===== config.mk =====
export PLATFORM = sky130hd
export DESIGN_NAME = adpcr_config_regs
export DESIGN_NICKNAME = d
export VERILOG_FILES = /design/src/adpcr_lane_power.v /design/src/adpcr_config_regs.v
export VERILOG_INCLUDE_DIRS = /design/src
export SDC_FILE = /design/constraint.sdc
export NUM_CORES = 1
export LEC_CHECK = 0
export BUFFER_PORTS_ARGS = -buffer_cell sky130_fd_sc_hd__buf_2
export CAP_MARGIN = 20
export CORE_ASPECT_RATIO = 0.75
export CORE_MARGIN = 10
export CORE_UTILIZATION = 55
export CTS_CLUSTER_SIZE = 20
export DETAILED_ROUTE_END_ITERATION = 8
export PLACE_DENSITY = 0.85
export SLEW_MARGIN = 40
export SYNTH_ARGS = -nofsm -noshare
export SYNTH_HDL_FRONTEND = slang
export SYNTH_SLANG_ARGS = --single-unit

===== constraint.sdc =====
create_clock -name I_CLK_SYS -period 2.8 [get_ports I_CLK_SYS]
set_input_delay 0.14 -clock I_CLK_SYS [delete_from_list [all_inputs] [get_ports I_CLK_SYS]]
set_output_delay 0.14 -clock I_CLK_SYS [all_outputs]
set_load 0.01 [all_outputs]

===== src/adpcr_map.vh =====
// Purpose: register offsets, field positions and reset values
// Assumes: 8-bit register file reached on a byte address port
// Notes: definitions only
`ifndef ADPCR_MAP_VH
`define ADPCR_MAP_VH
`define ADPCR_OFS_POST_FILTER 8'h6C
`define ADPCR_OFS_AUTO_LEVEL 8'h70
`define ADPCR_OFS_INPUT_LANES 8'h73
`define ADPCR_OFS_OUTPUT_SLOTS 8'h74
`define ADPCR_OFS_POWER_UP 8'h75
`define ADPCR_OFS_LANE_STATUS 8'h76
`define ADPCR_RST_POST_FILTER 8'h40
`define ADPCR_RST_AUTO_LEVEL 8'hE7
`define ADPCR_RST_INPUT_LANES 8'hF0
`define ADPCR_RST_OUTPUT_SLOTS 8'h00
`define ADPCR_RST_POWER_UP 8'h00
`define ADPCR_BIT_GANG 7
`define ADPCR_BIQ_HI 6
`define ADPCR_BIQ_LO 5
`define ADPCR_BIT_NO_RAMP 4
`define ADPCR_BIT_GAIN_CONTROL_SELECT 3
`define ADPCR_LVL_HI 7
`define ADPCR_LVL_LO 4
`define ADPCR_MAXG_HI 3
`define ADPCR_MAXG_LO 0
`define ADPCR_BIT_BIAS 7
`define ADPCR_BIT_CONV 6
`define ADPCR_BIT_SYNTH 5
`define ADPCR_BIT_LIVE 4
`define ADPCR_SPAN_HI 3
`define ADPCR_SPAN_LO 2
`define ADPCR_MAXG_LAST 4'hD
`define ADPCR_PDM_MASK 8'h0F
`endif


===== src/adpcr_lane_power.v =====
// Purpose: per-lane power state tracking
// Assumes: lane 1 at bit 7 down to lane 8 at bit 0
// Notes: changes while recording only when live switching is allowed or conversion is turned off
`timescale 1ns/1ps
`include "adpcr_map.vh"
module adpcr_lane_power #(
   parameter LANES = 8
) (
   input wire i_clk,
   input wire i_rst_n,
   input wire i_ce,
   input wire i_conv_on,
   input wire i_live,
   input wire [1:0] i_span,
   input wire [LANES-1:0] i_enables,
   output wire [LANES-1:0] o_powered
);
   reg [LANES-1:0] pwr_r;
   reg [LANES-1:0] pwr_nxt;
   wire recording;
   assign recording = |pwr_r;
   // lanes covered by live switching: top 2, 4, 6 or 8 lanes
   function [LANES-1:0] span_mask;
      input [1:0] s;
      integer k;
      begin
         span_mask = {LANES{1'b0}};
         for (k = 0; k < LANES; k = k + 1) begin
            if ((LANES - 1 - k) < 2 * (s + 1))
               span_mask[k] = 1'b1;
         end
      end
   endfunction
   always @* begin
      if (!i_conv_on) begin
         pwr_nxt = {LANES{1'b0}};
      end else if (!recording) begin
         pwr_nxt = i_enables;
      end else if (i_live) begin
         // individual switching within the live span
         pwr_nxt = (i_enables & span_mask(i_span)) |
            (pwr_r & ~span_mask(i_span));
      end else begin
         pwr_nxt = pwr_r;
      end
   end
   always @(posedge i_clk or negedge i_rst_n) begin
      if (!i_rst_n) begin
         pwr_r <= {LANES{1'b0}};
      end else if (i_ce) begin
         pwr_r <= pwr_nxt;
      end
   end
   assign o_powered = pwr_r;
endmodule // adpcr_lane_power


===== src/adpcr_config_regs.v =====
// Purpose: audio converter volume, filter, gain control and power registers
// Assumes: byte register port synchronous to I_CLK_SYS
// Notes: outputs drive the datapath and analog power switches
`timescale 1ns/1ps
`include "adpcr_map.vh"
module adpcr_config_regs #(
   parameter LANES = 8,
   parameter VOL_W = 8
) (
   input wire I_CLK_SYS,
   input wire I_RST_N,
   input wire I_CE,
   input wire [7:0] I_ADDR,
   input wire I_WR,
   input wire [7:0] I_WDATA,
   output reg [7:0] O_RDATA,
   input wire [LANES*VOL_W-1:0] I_LANE_VOLUME,
   input wire [LANES-1:0] I_AGC_LANE_EN,
   output reg [LANES*VOL_W-1:0] O_APPLIED_VOLUME,
   output reg O_RAMP_EN,
   output reg [1:0] O_BIQUAD_COUNT,
   output reg [LANES-1:0] O_AGC_ACTIVE,
   output reg [3:0] O_AGC_TARGET,
   output reg [3:0] O_AGC_CEILING,
   output reg O_AGC_CEIL_RSVD,
   output reg [LANES-1:0] O_ANALOG_ON,
   output reg [LANES-1:0] O_PDM_ON,
   output reg [LANES-1:0] O_SLOT_OE,
   output reg O_MIC_BIAS_ON,
   output reg O_SYNTH_ON,
   output wire [LANES-1:0] O_LANE_POWERED
);
   reg [7:0] post_filter_options_r;
   reg [7:0] auto_level_config_r;
   reg [7:0] input_lane_enables_r;
   reg [7:0] output_slot_enables_r;
   reg [7:0] power_up_control_r;
   reg [LANES*VOL_W-1:0] vol_nxt;
   reg [LANES-1:0] agc_nxt;
   wire [LANES-1:0] powered;
   wire [LANES-1:0] pdm_mask;
   integer j;

   assign pdm_mask = `ADPCR_PDM_MASK;

   // address decode shared by write and read paths
   function hit;
      input [7:0] a;
      input [7:0] ofs;
      begin
         hit = (a == ofs);
      end
   endfunction

   always @(posedge I_CLK_SYS or negedge I_RST_N) begin
      if (!I_RST_N) begin
         post_filter_options_r <= `ADPCR_RST_POST_FILTER;
         auto_level_config_r <= `ADPCR_RST_AUTO_LEVEL;
         input_lane_enables_r <= `ADPCR_RST_INPUT_LANES;
         output_slot_enables_r <= `ADPCR_RST_OUTPUT_SLOTS;
         power_up_control_r <= `ADPCR_RST_POWER_UP;
      end else if (I_CE && I_WR) begin
         // reserved bits are kept as written
         if (hit(I_ADDR, `ADPCR_OFS_POST_FILTER))
            post_filter_options_r <= I_WDATA;
         if (hit(I_ADDR, `ADPCR_OFS_AUTO_LEVEL))
            auto_level_config_r <= I_WDATA;
         if (hit(I_ADDR, `ADPCR_OFS_INPUT_LANES))
            input_lane_enables_r <= I_WDATA;
         if (hit(I_ADDR, `ADPCR_OFS_OUTPUT_SLOTS))
            output_slot_enables_r <= I_WDATA;
         if (hit(I_ADDR, `ADPCR_OFS_POWER_UP))
            power_up_control_r <= I_WDATA;
      end
   end

   adpcr_lane_power #(
      .LANES(LANES)
   ) u_lane_power (
      .i_clk(I_CLK_SYS),
      .i_rst_n(I_RST_N),
      .i_ce(I_CE),
      .i_conv_on(power_up_control_r[`ADPCR_BIT_CONV]),
      .i_live(power_up_control_r[`ADPCR_BIT_LIVE]),
      .i_span(power_up_control_r[`ADPCR_SPAN_HI:`ADPCR_SPAN_LO]),
      .i_enables(input_lane_enables_r[LANES-1:0]),
      .o_powered(powered)
   );
   assign O_LANE_POWERED = powered;

   always @* begin
      vol_nxt = I_LANE_VOLUME;
      agc_nxt = {LANES{1'b0}};
      for (j = 0; j < LANES; j = j + 1) begin
         // lane 1 sits in the top slice, matching register bit order
         if (post_filter_options_r[`ADPCR_BIT_GANG])
            vol_nxt[j*VOL_W +: VOL_W] =
               I_LANE_VOLUME[(LANES-1)*VOL_W +: VOL_W];
         else
            vol_nxt[j*VOL_W +: VOL_W] =
               I_LANE_VOLUME[j*VOL_W +: VOL_W];
         agc_nxt[j] = I_AGC_LANE_EN[j] &
            post_filter_options_r[`ADPCR_BIT_GAIN_CONTROL_SELECT];
      end
   end

   always @(posedge I_CLK_SYS or negedge I_RST_N) begin
      if (!I_RST_N) begin
         O_APPLIED_VOLUME <= {LANES*VOL_W{1'b0}};
         O_RAMP_EN <= 1'b1;
         O_BIQUAD_COUNT <= 2'b10;
         O_AGC_ACTIVE <= {LANES{1'b0}};
         O_AGC_TARGET <= 4'hE;
         O_AGC_CEILING <= 4'h7;
         O_AGC_CEIL_RSVD <= 1'b0;
         O_ANALOG_ON <= {LANES{1'b0}};
         O_PDM_ON <= {LANES{1'b0}};
         O_SLOT_OE <= {LANES{1'b0}};
         O_MIC_BIAS_ON <= 1'b0;
         O_SYNTH_ON <= 1'b0;
         O_RDATA <= 8'h00;
      end else if (I_CE) begin
         O_APPLIED_VOLUME <= vol_nxt;
         O_RAMP_EN <= ~post_filter_options_r[`ADPCR_BIT_NO_RAMP];
         O_BIQUAD_COUNT <=
            post_filter_options_r[`ADPCR_BIQ_HI:`ADPCR_BIQ_LO];
         O_AGC_ACTIVE <= agc_nxt;
         O_AGC_TARGET <=
            auto_level_config_r[`ADPCR_LVL_HI:`ADPCR_LVL_LO];
         O_AGC_CEILING <=
            auto_level_config_r[`ADPCR_MAXG_HI:`ADPCR_MAXG_LO];
         O_AGC_CEIL_RSVD <=
            (auto_level_config_r[`ADPCR_MAXG_HI:`ADPCR_MAXG_LO] >
             `ADPCR_MAXG_LAST);
         // lanes 5..8 feed only the pulse density path
         O_ANALOG_ON <= powered & ~pdm_mask;
         O_PDM_ON <= powered;
         O_SLOT_OE <= output_slot_enables_r[LANES-1:0];
         O_MIC_BIAS_ON <= power_up_control_r[`ADPCR_BIT_BIAS];
         O_SYNTH_ON <= power_up_control_r[`ADPCR_BIT_SYNTH];
         if (hit(I_ADDR, `ADPCR_OFS_POST_FILTER))
            O_RDATA <= post_filter_options_r;
         else if (hit(I_ADDR, `ADPCR_OFS_AUTO_LEVEL))
            O_RDATA <= auto_level_config_r;
         else if (hit(I_ADDR, `ADPCR_OFS_INPUT_LANES))
            O_RDATA <= input_lane_enables_r;
         else if (hit(I_ADDR, `ADPCR_OFS_OUTPUT_SLOTS))
            O_RDATA <= output_slot_enables_r;
         else if (hit(I_ADDR, `ADPCR_OFS_POWER_UP))
            O_RDATA <= power_up_control_r;
         else if (hit(I_ADDR, `ADPCR_OFS_LANE_STATUS))
            O_RDATA <= powered;
         else
            O_RDATA <= 8'h00;
      end
   end
endmodule // adpcr_config_regs


==> impl_metrics.tcl, run 1 <==
set metrics [dict create \
    start_kind "flip-flop" \
    path_clk_slew_ns 0.07 \
    min_period_ns 1.88 \
    multi_input_area_um2 2580 \
    reg2reg_to "u_lane_power.o_powered[2]$_DFFE_PN0P_" \
    synth_area_per_cell_um2 11.1 \
    clkSinkCount 158 \
    yosys-top-cells-count "dfrtp_1, a21oi_1, mux2_2" \
    drive_gt1_share_pct 41.7 \
    cts_tree "done" \
    cts_resized 0 \
    fmax_mhz 532 \
    yosysMostFrequentCell "dfrtp_1" \
    synth.top_cells.by_area "dfrtp_1, mux2_2, a21oi_1, dfstp_2, nor2_1" \
    syn2layout_area_growth_pct 26.7 \
    hold_violations 0 \
    synth_cell_type_count 42 \
    num_vias 5693 \
    crit_chain "nor4_1, a22oi_1, a311o_1" \
    rr_worst_depth 3 \
    fill_cells 908 \
    grt_setup_unrepaired "false" \
    cp_slowest_cell "nor4_1" \
    r2r_slack_ns 0.92 \
    slowest_delay_ns 0.59 \
    clock_latency_ns 0.42 \
    dp_hpwl_um 15400 \
    avgViaCountPerCell 5.68 \
    slew_viol_final 0 \
    stdcell_count 1003 \
    required_ns 3.09 \
    fin_nets 916 \
    power.leakage_nw 4.24 \
    rows 35 \
    port_buffers 213 \
    cts_hold_buffers 17 \
    synth-main-ff-cell "dfrtp_1" \
    placed_cell_area_um2 8000 \
    post-place-cells 954 \
    n_antenna_cell 0 \
    synth_cells 619 \
    critPathMaxFanout 6 \
    critPathArrivalTime_ns 2.17 \
    core_area_um2 12300 \
    drv_cap 0 \
    async_flop_share_pct 100 \
    status "finished, final reports clean" \
    ys_seq_area_share_pct 57.8 \
    post-route-drc-count 0 \
    die_x_um 149 \
    cts.path.max_buffers 2 \
    gp_congestion 0.978 \
    seqCellArea_um2 3980 \
    grt_pass1_wl_um 32200 \
    cp_top_family "compound AO/OA/AOI/OAI gates" \
    synth.ff_latch_count 158 \
    worst_slew_pin_slew_ns 0.747 \
    p_per_area_nw_per_um2 601 \
    crit_start "u_lane_power.o_powered[2]$_DFFE_PN0P_" \
    period_share_pct 67.2 \
    peakVddDrop_mv 0.417 \
    fin_ws_ns 0.919 \
    endpoint "u_lane_power.o_powered[2]$_DFFE_PN0P_" \
    die_y_um 117 \
    crit_buf_inv 0 \
    cts_setup_buffers 0 \
    die-area_um2 17400 \
    drtIter0Drc 715 \
    final_area_um2 8710 \
    io-pin-count 218 \
    slew_headroom_pct 50.2 \
    pre_cts_ws_ns 0.689 \
    antenna_found_initial 0 \
    wl_um 20900 \
    hold_path_class "in2reg" \
    wl_per_cell_um 20.8 \
    grt_max_degree 164 \
    cts_buffers 17 \
    syn-cell-area_um2 6880 \
    power_mw 5.24 \
    grt_pass1_vias 5811 \
    cts_max_level 4 \
    synth_top_cell_by_area "dfrtp_1" \
    fin_skew_ns 0.0108 \
    setup_viol 0 \
    setup_tns_ns 0 \
    grtUsageTotal_pct 23.6 \
    synth-edff-count 0 \
    end_kind "flip-flop" \
    crit_cells 3 \
    firstDrtPassIters 5 \
    r2r-start "u_lane_power.o_powered[2]$_DFFE_PN0P_" \
    overflow 0 \
    yosys.area.top_type_share_pct 50.6 \
    start_util_pct 56.1 \
    postRouteAntennaNets 0 \
    cts_root_buf "clkbuf_16" \
    criticalPathCategory "reg2reg" \
    yosysWarnings 0 \
]
[final cells by class]
| cell class | instances | share of cell area [%] |
|---|---|---|
| Clock inverter | 14 | 1.28 |
| Timing Repair Buffer | 238 | 15.2 |
| Tap cell | 166 | 2.38 |
| Sequential cell | 158 | 45.7 |
| Multi-Input combinational cell | 386 | 29.6 |
| Inverter | 23 | 0.991 |
| Clock buffer | 18 | 4.93 |
[worst min path at each step]
stage                                  from                                    end  slack, ns  cells after the start
after floorplan                     I_RST_N            O_AGC_ACTIVE[0]$_DFFE_PN0P_      -0.16                      0
after global placement              I_RST_N       O_APPLIED_VOLUME[63]$_DFFE_PN0P_       0.25                      1
after detailed placement            I_RST_N  u_lane_power.o_powered[6]$_DFFE_PN0P_       0.26                      1
after CTS                 I_LANE_VOLUME[36]       O_APPLIED_VOLUME[36]$_DFFE_PN0P_       0.01                      3
after global routing       I_LANE_VOLUME[9]        O_APPLIED_VOLUME[9]$_DFFE_PN0P_       0.03                      3
final                     I_LANE_VOLUME[51]       O_APPLIED_VOLUME[51]$_DFFE_PN0P_       0.03                      3
[power breakdown]
| part | switching [mW] | total, mW | internal (mW) |
|---|---|---|---|
| Clock | 0.946 | 2.09 | 1.15 |
| Sequential | 0.0812 | 2.50 | 2.42 |
| Combinational | 0.391 | 0.646 | 0.255 |
| Total | 1.42 | 5.24 | 3.82 |
[logic make-up after synthesis]
kind of cell	count (synthesis)	synth area share (%)
flops	158	57.8
mux	78	12.6
compound gates	174	15.0
other cells	1	0.0545
simple gates	130	9.68
buf+inv	78	4.82
[metal layers]
metal / share of wire, % / vias to the layer above / track usage, % / wire length (um)
li1: - / 2594 / - / -
met1: 41 / 2810 / 30.8 / 8650
met2: 48 / 261 / 37.9 / 10100
met3: 8.5 / 28 / 5.99 / 1770
met4: 1.8 / 0 / 8.15 / 368
met5: 0 / - / 0 / 0
[registers in the layout, indices dropped and copies added (netlist names), 8 cells and up]
register	cells
O_AGC_ACTIVE	8
O_APPLIED_VOLUME	64
O_PDM_ON	8
O_RDATA	8
O_SLOT_OE	8
auto_level_config_r	8
input_lane_enables_r	8
output_slot_enables_r	8
post_filter_options_r	8
power_up_control_r	8
u_lane_power.o_powered	8
[layout by cell type, fill, tap and decap left out, types with 6 or more instances in the layout]
master / n
buf_2: 211
dfrtp_1: 139
a21oi_1: 114
mux2_2: 70
nor2_1: 68
inv_1: 23
dfstp_2: 19
nand2_1: 19
o21ai_0: 17
clkbuf_16: 17
dlygate4sd3_1: 17
a221oi_1: 14
nand3_1: 12
and2_1: 10
mux2i_1: 8
buf_4: 8
a2bb2oi_1: 7
a211o_1: 7
nor2b_1: 6
clkinvlp_4: 6
[per-stage QoR]
stage	hold WS [ns]	util, %
after floorplan	-0.156	-
after global placement	0.247	65.2
after detailed placement	0.256	65.2
after CTS	0.00991	71.0
after global routing	0.0281	71.1
final	0.0277	71.1
[worst min-delay path, stage by stage]
cell and delay [ns]:
buf_2 0.08, a21oi_1 0.05, a21oi_1 0.13
No activity file was read; power rests on OpenSTA's default activity.
==> run 2: changes to the inputs <==
ABC_AREA = 1   (was unset)
CORE_UTILIZATION = 46   (was 55)
PLACE_DENSITY = 0.76   (was 0.85)
clock period = 1.55 ns   (was 2.8 ns; I/O delays follow)
==> impl_metrics.tcl, run 2 <==
set metrics [dict create \
    status "finished, final reports clean" \
    min_period_ns 1.47 \
    post-place-cells 1227 \
    syn-cell-area_um2 6920 \
    power.leakage_nw 5.08 \
    dp_hpwl_um 16700 \
    slowest_delay_ns 0.40 \
    yosys.area.top_type_share_pct 50.2 \
    seqCellArea_um2 3980 \
    hold_violations 0 \
    die_x_um 162 \
    cp_top_family "simple AND/OR/NAND/NOR gates" \
    firstDrtPassIters 5 \
    grtUsageTotal_pct 23.0 \
    multi_input_area_um2 2540 \
    synth-edff-count 0 \
    cts_setup_buffers 0 \
    wl_um 24000 \
    fmax_mhz 679 \
    post-route-drc-count 0 \
    p_per_area_nw_per_um2 998 \
    ys_seq_area_share_pct 57.5 \
    gp_congestion 0.938 \
    setup_viol 0 \
    grt_pass1_wl_um 37500 \
    crit_buf_inv 2 \
    synth_cell_type_count 27 \
    end_kind "flip-flop" \
    critPathMaxFanout 5 \
    cts.path.max_buffers 2 \
    rows 38 \
    cts_tree "done" \
    yosysWarnings 0 \
    fin_nets 1215 \
    period_share_pct 95.1 \
    critPathArrivalTime_ns 1.82 \
    syn2layout_area_growth_pct 40.1 \
    clock_latency_ns 0.43 \
    synth_cells 821 \
    synth_top_cell_by_area "dfrtp_1" \
    postRouteAntennaNets 0 \
    start_kind "flip-flop" \
    yosysMostFrequentCell "nand2_1" \
    setup_tns_ns 0 \
    port_buffers 213 \
    antenna_found_initial 3 \
    mostFrequentLayoutCell "nand2_1" \
    required_ns 1.90 \
    synth-main-ff-cell "dfrtp_1" \
    wl_per_cell_um 18.0 \
    final_cell_mix "nand2_1, buf_2, dfrtp_1" \
    yosys-top-cells-count "nand2_1, dfrtp_1, nor2_1" \
    fin_skew_ns 0.00970 \
    drtIter0Drc 701 \
    async_flop_share_pct 100 \
    fill_cells 1229 \
    largest-register "O_APPLIED_VOLUME" \
    avgViaCountPerCell 5.09 \
    criticalPathCategory "reg2reg" \
    overflow 0 \
    core_area_um2 14600 \
    placed_cell_area_um2 8350 \
    io-pin-count 218 \
    synth.top_cells.by_area "dfrtp_1, nand2_1, dfstp_2, a21oi_1, nor2_1" \
    largest_register_ffs 64 \
    stdcell_count 1339 \
    start_util_pct 47.4 \
    r2r_slack_ns 0.08 \
    peakVddDrop_mv 0.719 \
    crit_chain "inv_2, nand4_1, nor2_2, nor2_1, nor2_4, buf_4, nand3_1, o21ai_1" \
    synth_area_per_cell_um2 8.43 \
    cts_buffers 17 \
    path_clk_slew_ns 0.06 \
    die-area_um2 20400 \
    final_area_um2 9700 \
    hold_path_class "in2reg" \
    slew_viol_final 0 \
    cp_slowest_cell "dfrtp_1" \
    cts_root_buf "clkbuf_16" \
    drv_cap 0 \
    clkSinkCount 158 \
    die_y_um 126 \
    num_vias 6819 \
    grt_max_degree 93 \
    synth.ff_latch_count 158 \
    grt_pass1_vias 6935 \
    cts_max_level 4 \
    drive_gt1_share_pct 29.4 \
]
==> run 2: cell families after synthesis <==
family | after synthesis | share of synthesized area (%)
simple gates | 425 | 25.5
flops | 158 | 57.5
compound gates | 141 | 10.8
buf+inv | 96 | 6.16
other cells | 1 | 0.0542
==> run 2: metrics by stage <==
step | setup WS [ns] | utilization, % | hold WS (ns) | total power [mW]
2_1_floorplan | 0.213 | - | -0.218 | 5.04
3_3_place_gp | 0.133 | 57.2 | 0.0213 | 5.62
3_5_place_dp | 0.00579 | 57.2 | 0.0235 | 5.65
4_1_cts | 0.0808 | 66.3 | 0.00623 | 9.71
5_1_grt | -0.0483 | 66.4 | 0.0336 | 10.0
6_report | 0.0764 | 66.4 | 0.0237 | 9.68
==> run 2: worst paths after layout <==
path | from | endpoint | cells after the start
hold reg to reg | O_AGC_TARGET[2]$_DFFE_PN1P_ | O_AGC_TARGET[2]$_DFFE_PN1P_ | 2
max in group asynchronous | I_RST_N | O_AGC_TARGET[1]$_DFFE_PN1P_ | 3
hold / removal | I_WDATA[6] | output_slot_enables_r[6]$_DFFE_PN0P_ | 3
setup / recovery | u_lane_power.o_powered[6]$_DFFE_PN0P_ | u_lane_power.o_powered[1]$_DFFE_PN0P_ | 8
setup reg to reg | u_lane_power.o_powered[6]$_DFFE_PN0P_ | u_lane_power.o_powered[1]$_DFFE_PN0P_ | 8
min in group asynchronous | I_RST_N | O_APPLIED_VOLUME[36]$_DFFE_PN0P_ | 2
==> run 2: power by group <==
group	leakage (nW)	switching, mW	internal (mW)
Sequential	1.95	0.137	4.35
Combinational	2.87	0.736	0.539
Clock	0.262	1.82	2.10
==> run 2: metal layers <==
layer / part of all wire, % / track usage [%] / vias to the layer above
met5: 0 / 0 / -
met4: 3.5 / 11.4 / 0
met3: 7.5 / 5.21 / 65
met2: 46 / 34.9 / 296
met1: 43 / 30.6 / 3241
li1: - / - / 3217
==> run 2: cell type report <==
cell class / instances / area share (%)
inverters: 49 / 1.90
well taps: 200 / 2.58
flip-flops and latches: 158 / 41.0
diodes: 3 / 0.0774
multi-input cells: 570 / 26.2
clock buffers: 18 / 4.42
repair buffers: 327 / 22.5
clock inverters: 14 / 1.28
==> run 2: worst reg2reg max path: stages (launching register included) <==
cell     delay (ns)
dfrtp_1        0.40
inv_2          0.07
nand4_1        0.17
nor2_2         0.18
nor2_1         0.08
nor2_4         0.18
buf_4          0.16
nand3_1        0.07
o21ai_1        0.09
==> run 2: repair_timing <==
| item | 4_1_cts | 5_1_grt |
|---|---|---|
| endpoints found under the hold margin | 211 | 0 |
| setup endpoints to repair | 1 | 8 |
| hold buffers | 77 | 0 |
| gates resized for setup | 1 | 7 |
| pin swaps | 0 | 3 |
==> run 3: changes to the inputs <==
BUFFER_PORTS_ARGS = unset   (was -buffer_cell sky130_fd_sc_hd__buf_2)
CORE_UTILIZATION = 56   (was 46)
DONT_BUFFER_PORTS = 1   (was unset)
PLACE_DENSITY = 0.74   (was 0.76)
==> impl_metrics.tcl, run 3 (same netlist as run 2, synthesis figures left out) <==
set metrics [dict create \
    critPathArrivalTime_ns 1.85 \
    cp_slowest_cell "dfrtp_1" \
    grt_pass1_vias 6174 \
    cts_buffers 17 \
    fin_hold_ws_ns -0.637 \
    gp_congestion 0.954 \
    die_y_um 116 \
    reg2reg_to "u_lane_power.o_powered[5]$_DFFE_PN0P_" \
    failed_checks "negative hold slack" \
    port_buffers 0 \
    rows 35 \
    wl_per_cell_um 20.5 \
    cts_hold_buffers 101 \
    path_clk_slew_ns 0.06 \
    power_mw 9.73 \
    hold_path_class "in2async" \
    final_cell_mix "nand2_1, dfrtp_1, dlygate4sd3_1" \
    pre_cts_ws_ns -0.00142 \
    die_x_um 148 \
    crit_start "u_lane_power.o_powered[6]$_DFFE_PN0P_" \
    critPathMaxFanout 4 \
    min_period_ns 1.50 \
    grt_max_degree 159 \
    p_per_area_nw_per_um2 1100 \
    syn2layout_area_growth_pct 27.4 \
    clock_latency_ns 0.41 \
    core_area_um2 12200 \
    cts_tree "done" \
    cts_max_level 4 \
    fin_ws_ns 0.0495 \
    antenna_found_initial 1 \
    fmax_mhz 666 \
    crit_chain "inv_2, nand4_1, nor2_2, nor2_1, nor2_2, buf_6, buf_4, nand3_1, nand2_1" \
    rr_worst_depth 9 \
    grtUsageTotal_pct 25.8 \
    hold_violations 158 \
    mostFrequentLayoutCell "nand2_1" \
    postRouteAntennaNets 0 \
    dp_hpwl_um 14800 \
    io-pin-count 218 \
    post-route-drc-count 0 \
    finish.utilization_pct 72.5 \
    num_vias 6249 \
    clkSinkCount 158 \
    r2r-start "u_lane_power.o_powered[6]$_DFFE_PN0P_" \
    peakVddDrop_mv 0.934 \
    criticalPathCategory "reg2reg" \
    worst_slew_pin_slew_ns 0.527 \
    slew_viol_final 0 \
    start_kind "flip-flop" \
    fin_nets 1022 \
    firstDrtPassIters 5 \
    r2r_slack_ns 0.05 \
    cp_common_cell "nor2_2" \
    fill_cells 870 \
    setup_viol 0 \
    largest-register "O_APPLIED_VOLUME" \
    drv_cap 0 \
    cts_root_buf "clkbuf_16" \
    slowest_delay_ns 0.41 \
    fin_skew_ns 0.00782 \
    overflow 0 \
    placed_cell_area_um2 7140 \
    wl_um 22800 \
    final_area_um2 8820 \
    post-place-cells 974 \
    status "finished, violations left" \
    stdcell_count 1112 \
    die-area_um2 17300 \
    slew_headroom_pct 64.7 \
    avgViaCountPerCell 5.62 \
    cts.path.max_buffers 2 \
    start_util_pct 56.9 \
    drtIter0Drc 745 \
    period_share_pct 96.8 \
    largest_register_ffs 64 \
    drive_gt1_share_pct 12.4 \
    power.leakage_nw 4.22 \
    grt_pass1_wl_um 34800 \
    required_ns 1.90 \
    end_kind "flip-flop" \
]
## run 3: cell count changes in the layout (fill, tap and decap cells not counted), sizes merged
| cell | change |
|---|---|
| clkinvlp | -1 |
| buf | -216 |
| dlygate4sd3 | +23 |
| inv | -2 |
| bufinv | +3 |
## run 3: power by group
| group | leakage [nW] | internal, mW | total (mW) | switching [mW] |
|---|---|---|---|---|
| Sequential | 1.95 | 4.35 | 4.63 | 0.285 |
| Combinational | 1.98 | 0.348 | 0.776 | 0.428 |
| Clock | 0.294 | 2.57 | 4.32 | 1.75 |
| Total | 4.22 | 7.27 | 9.73 | 2.46 |
## run 3: area by class of cell
class                      instances  area [um2]  area share [%]
sequential                       158        3980            45.1
multi-input combinational        570        2530            28.7
timing repair buffer             134        1300            14.7
clock buffer                      18         429            4.87
tap                              166         208            2.35
inverter                          49         184            2.09
clock inverter                    14         183            2.07
antenna                            3        7.51          0.0851
## run 3: worst max path at each step
stage	endpoint	depth (start not counted)	slack [ns]
after floorplan	u_lane_power.o_powered[1]$_DFFE_PN0P_	8	0.21
after global placement	u_lane_power.o_powered[1]$_DFFE_PN0P_	8	0.14
after detailed placement	u_lane_power.o_powered[0]$_DFFE_PN0P_	8	-0.001
after CTS	u_lane_power.o_powered[6]$_DFFE_PN0P_	8	0.07
after global routing	u_lane_power.o_powered[5]$_DFFE_PN0P_	9	-0.05
final	u_lane_power.o_powered[5]$_DFFE_PN0P_	9	0.05
## run 3: worst max-delay path, delay by kind of cell (launching register included)
family,cells,cell delay [ns]
buffers and inverters,3,0.30
AND/OR/NAND/NOR,6,0.73
flip-flops,1,0.41
## run 3: metrics by stage
stage	TNS, ns	hold slack, ns
global route	-0.0924	-0.658
detailed placement	-0.00142	-0.209
finish	0	-0.637
floorplan	0	-0.218
global placement	0	-0.209
CTS	0	-0.651
## run 3: timing repair
| action | in CTS | in global routing |
|---|---|---|
| endpoints found under the hold margin | 283 | 158 |
| setup endpoints to repair | 2 | 11 |
| gates resized for setup | 1 | 6 |
| setup buffers | 0 | 2 |
| pin swaps | 0 | 3 |
## run 3: metal layers
metal  vias to the layer above  share of wire (%)  global-route usage, %
met1                      3016                 39                   32.3
li1                       2833                  -                      -
met2                       342                 48                   41.6
met5                         -                  0                      0
met4                         0                2.3                   9.22
met3                        58                 11                   8.21
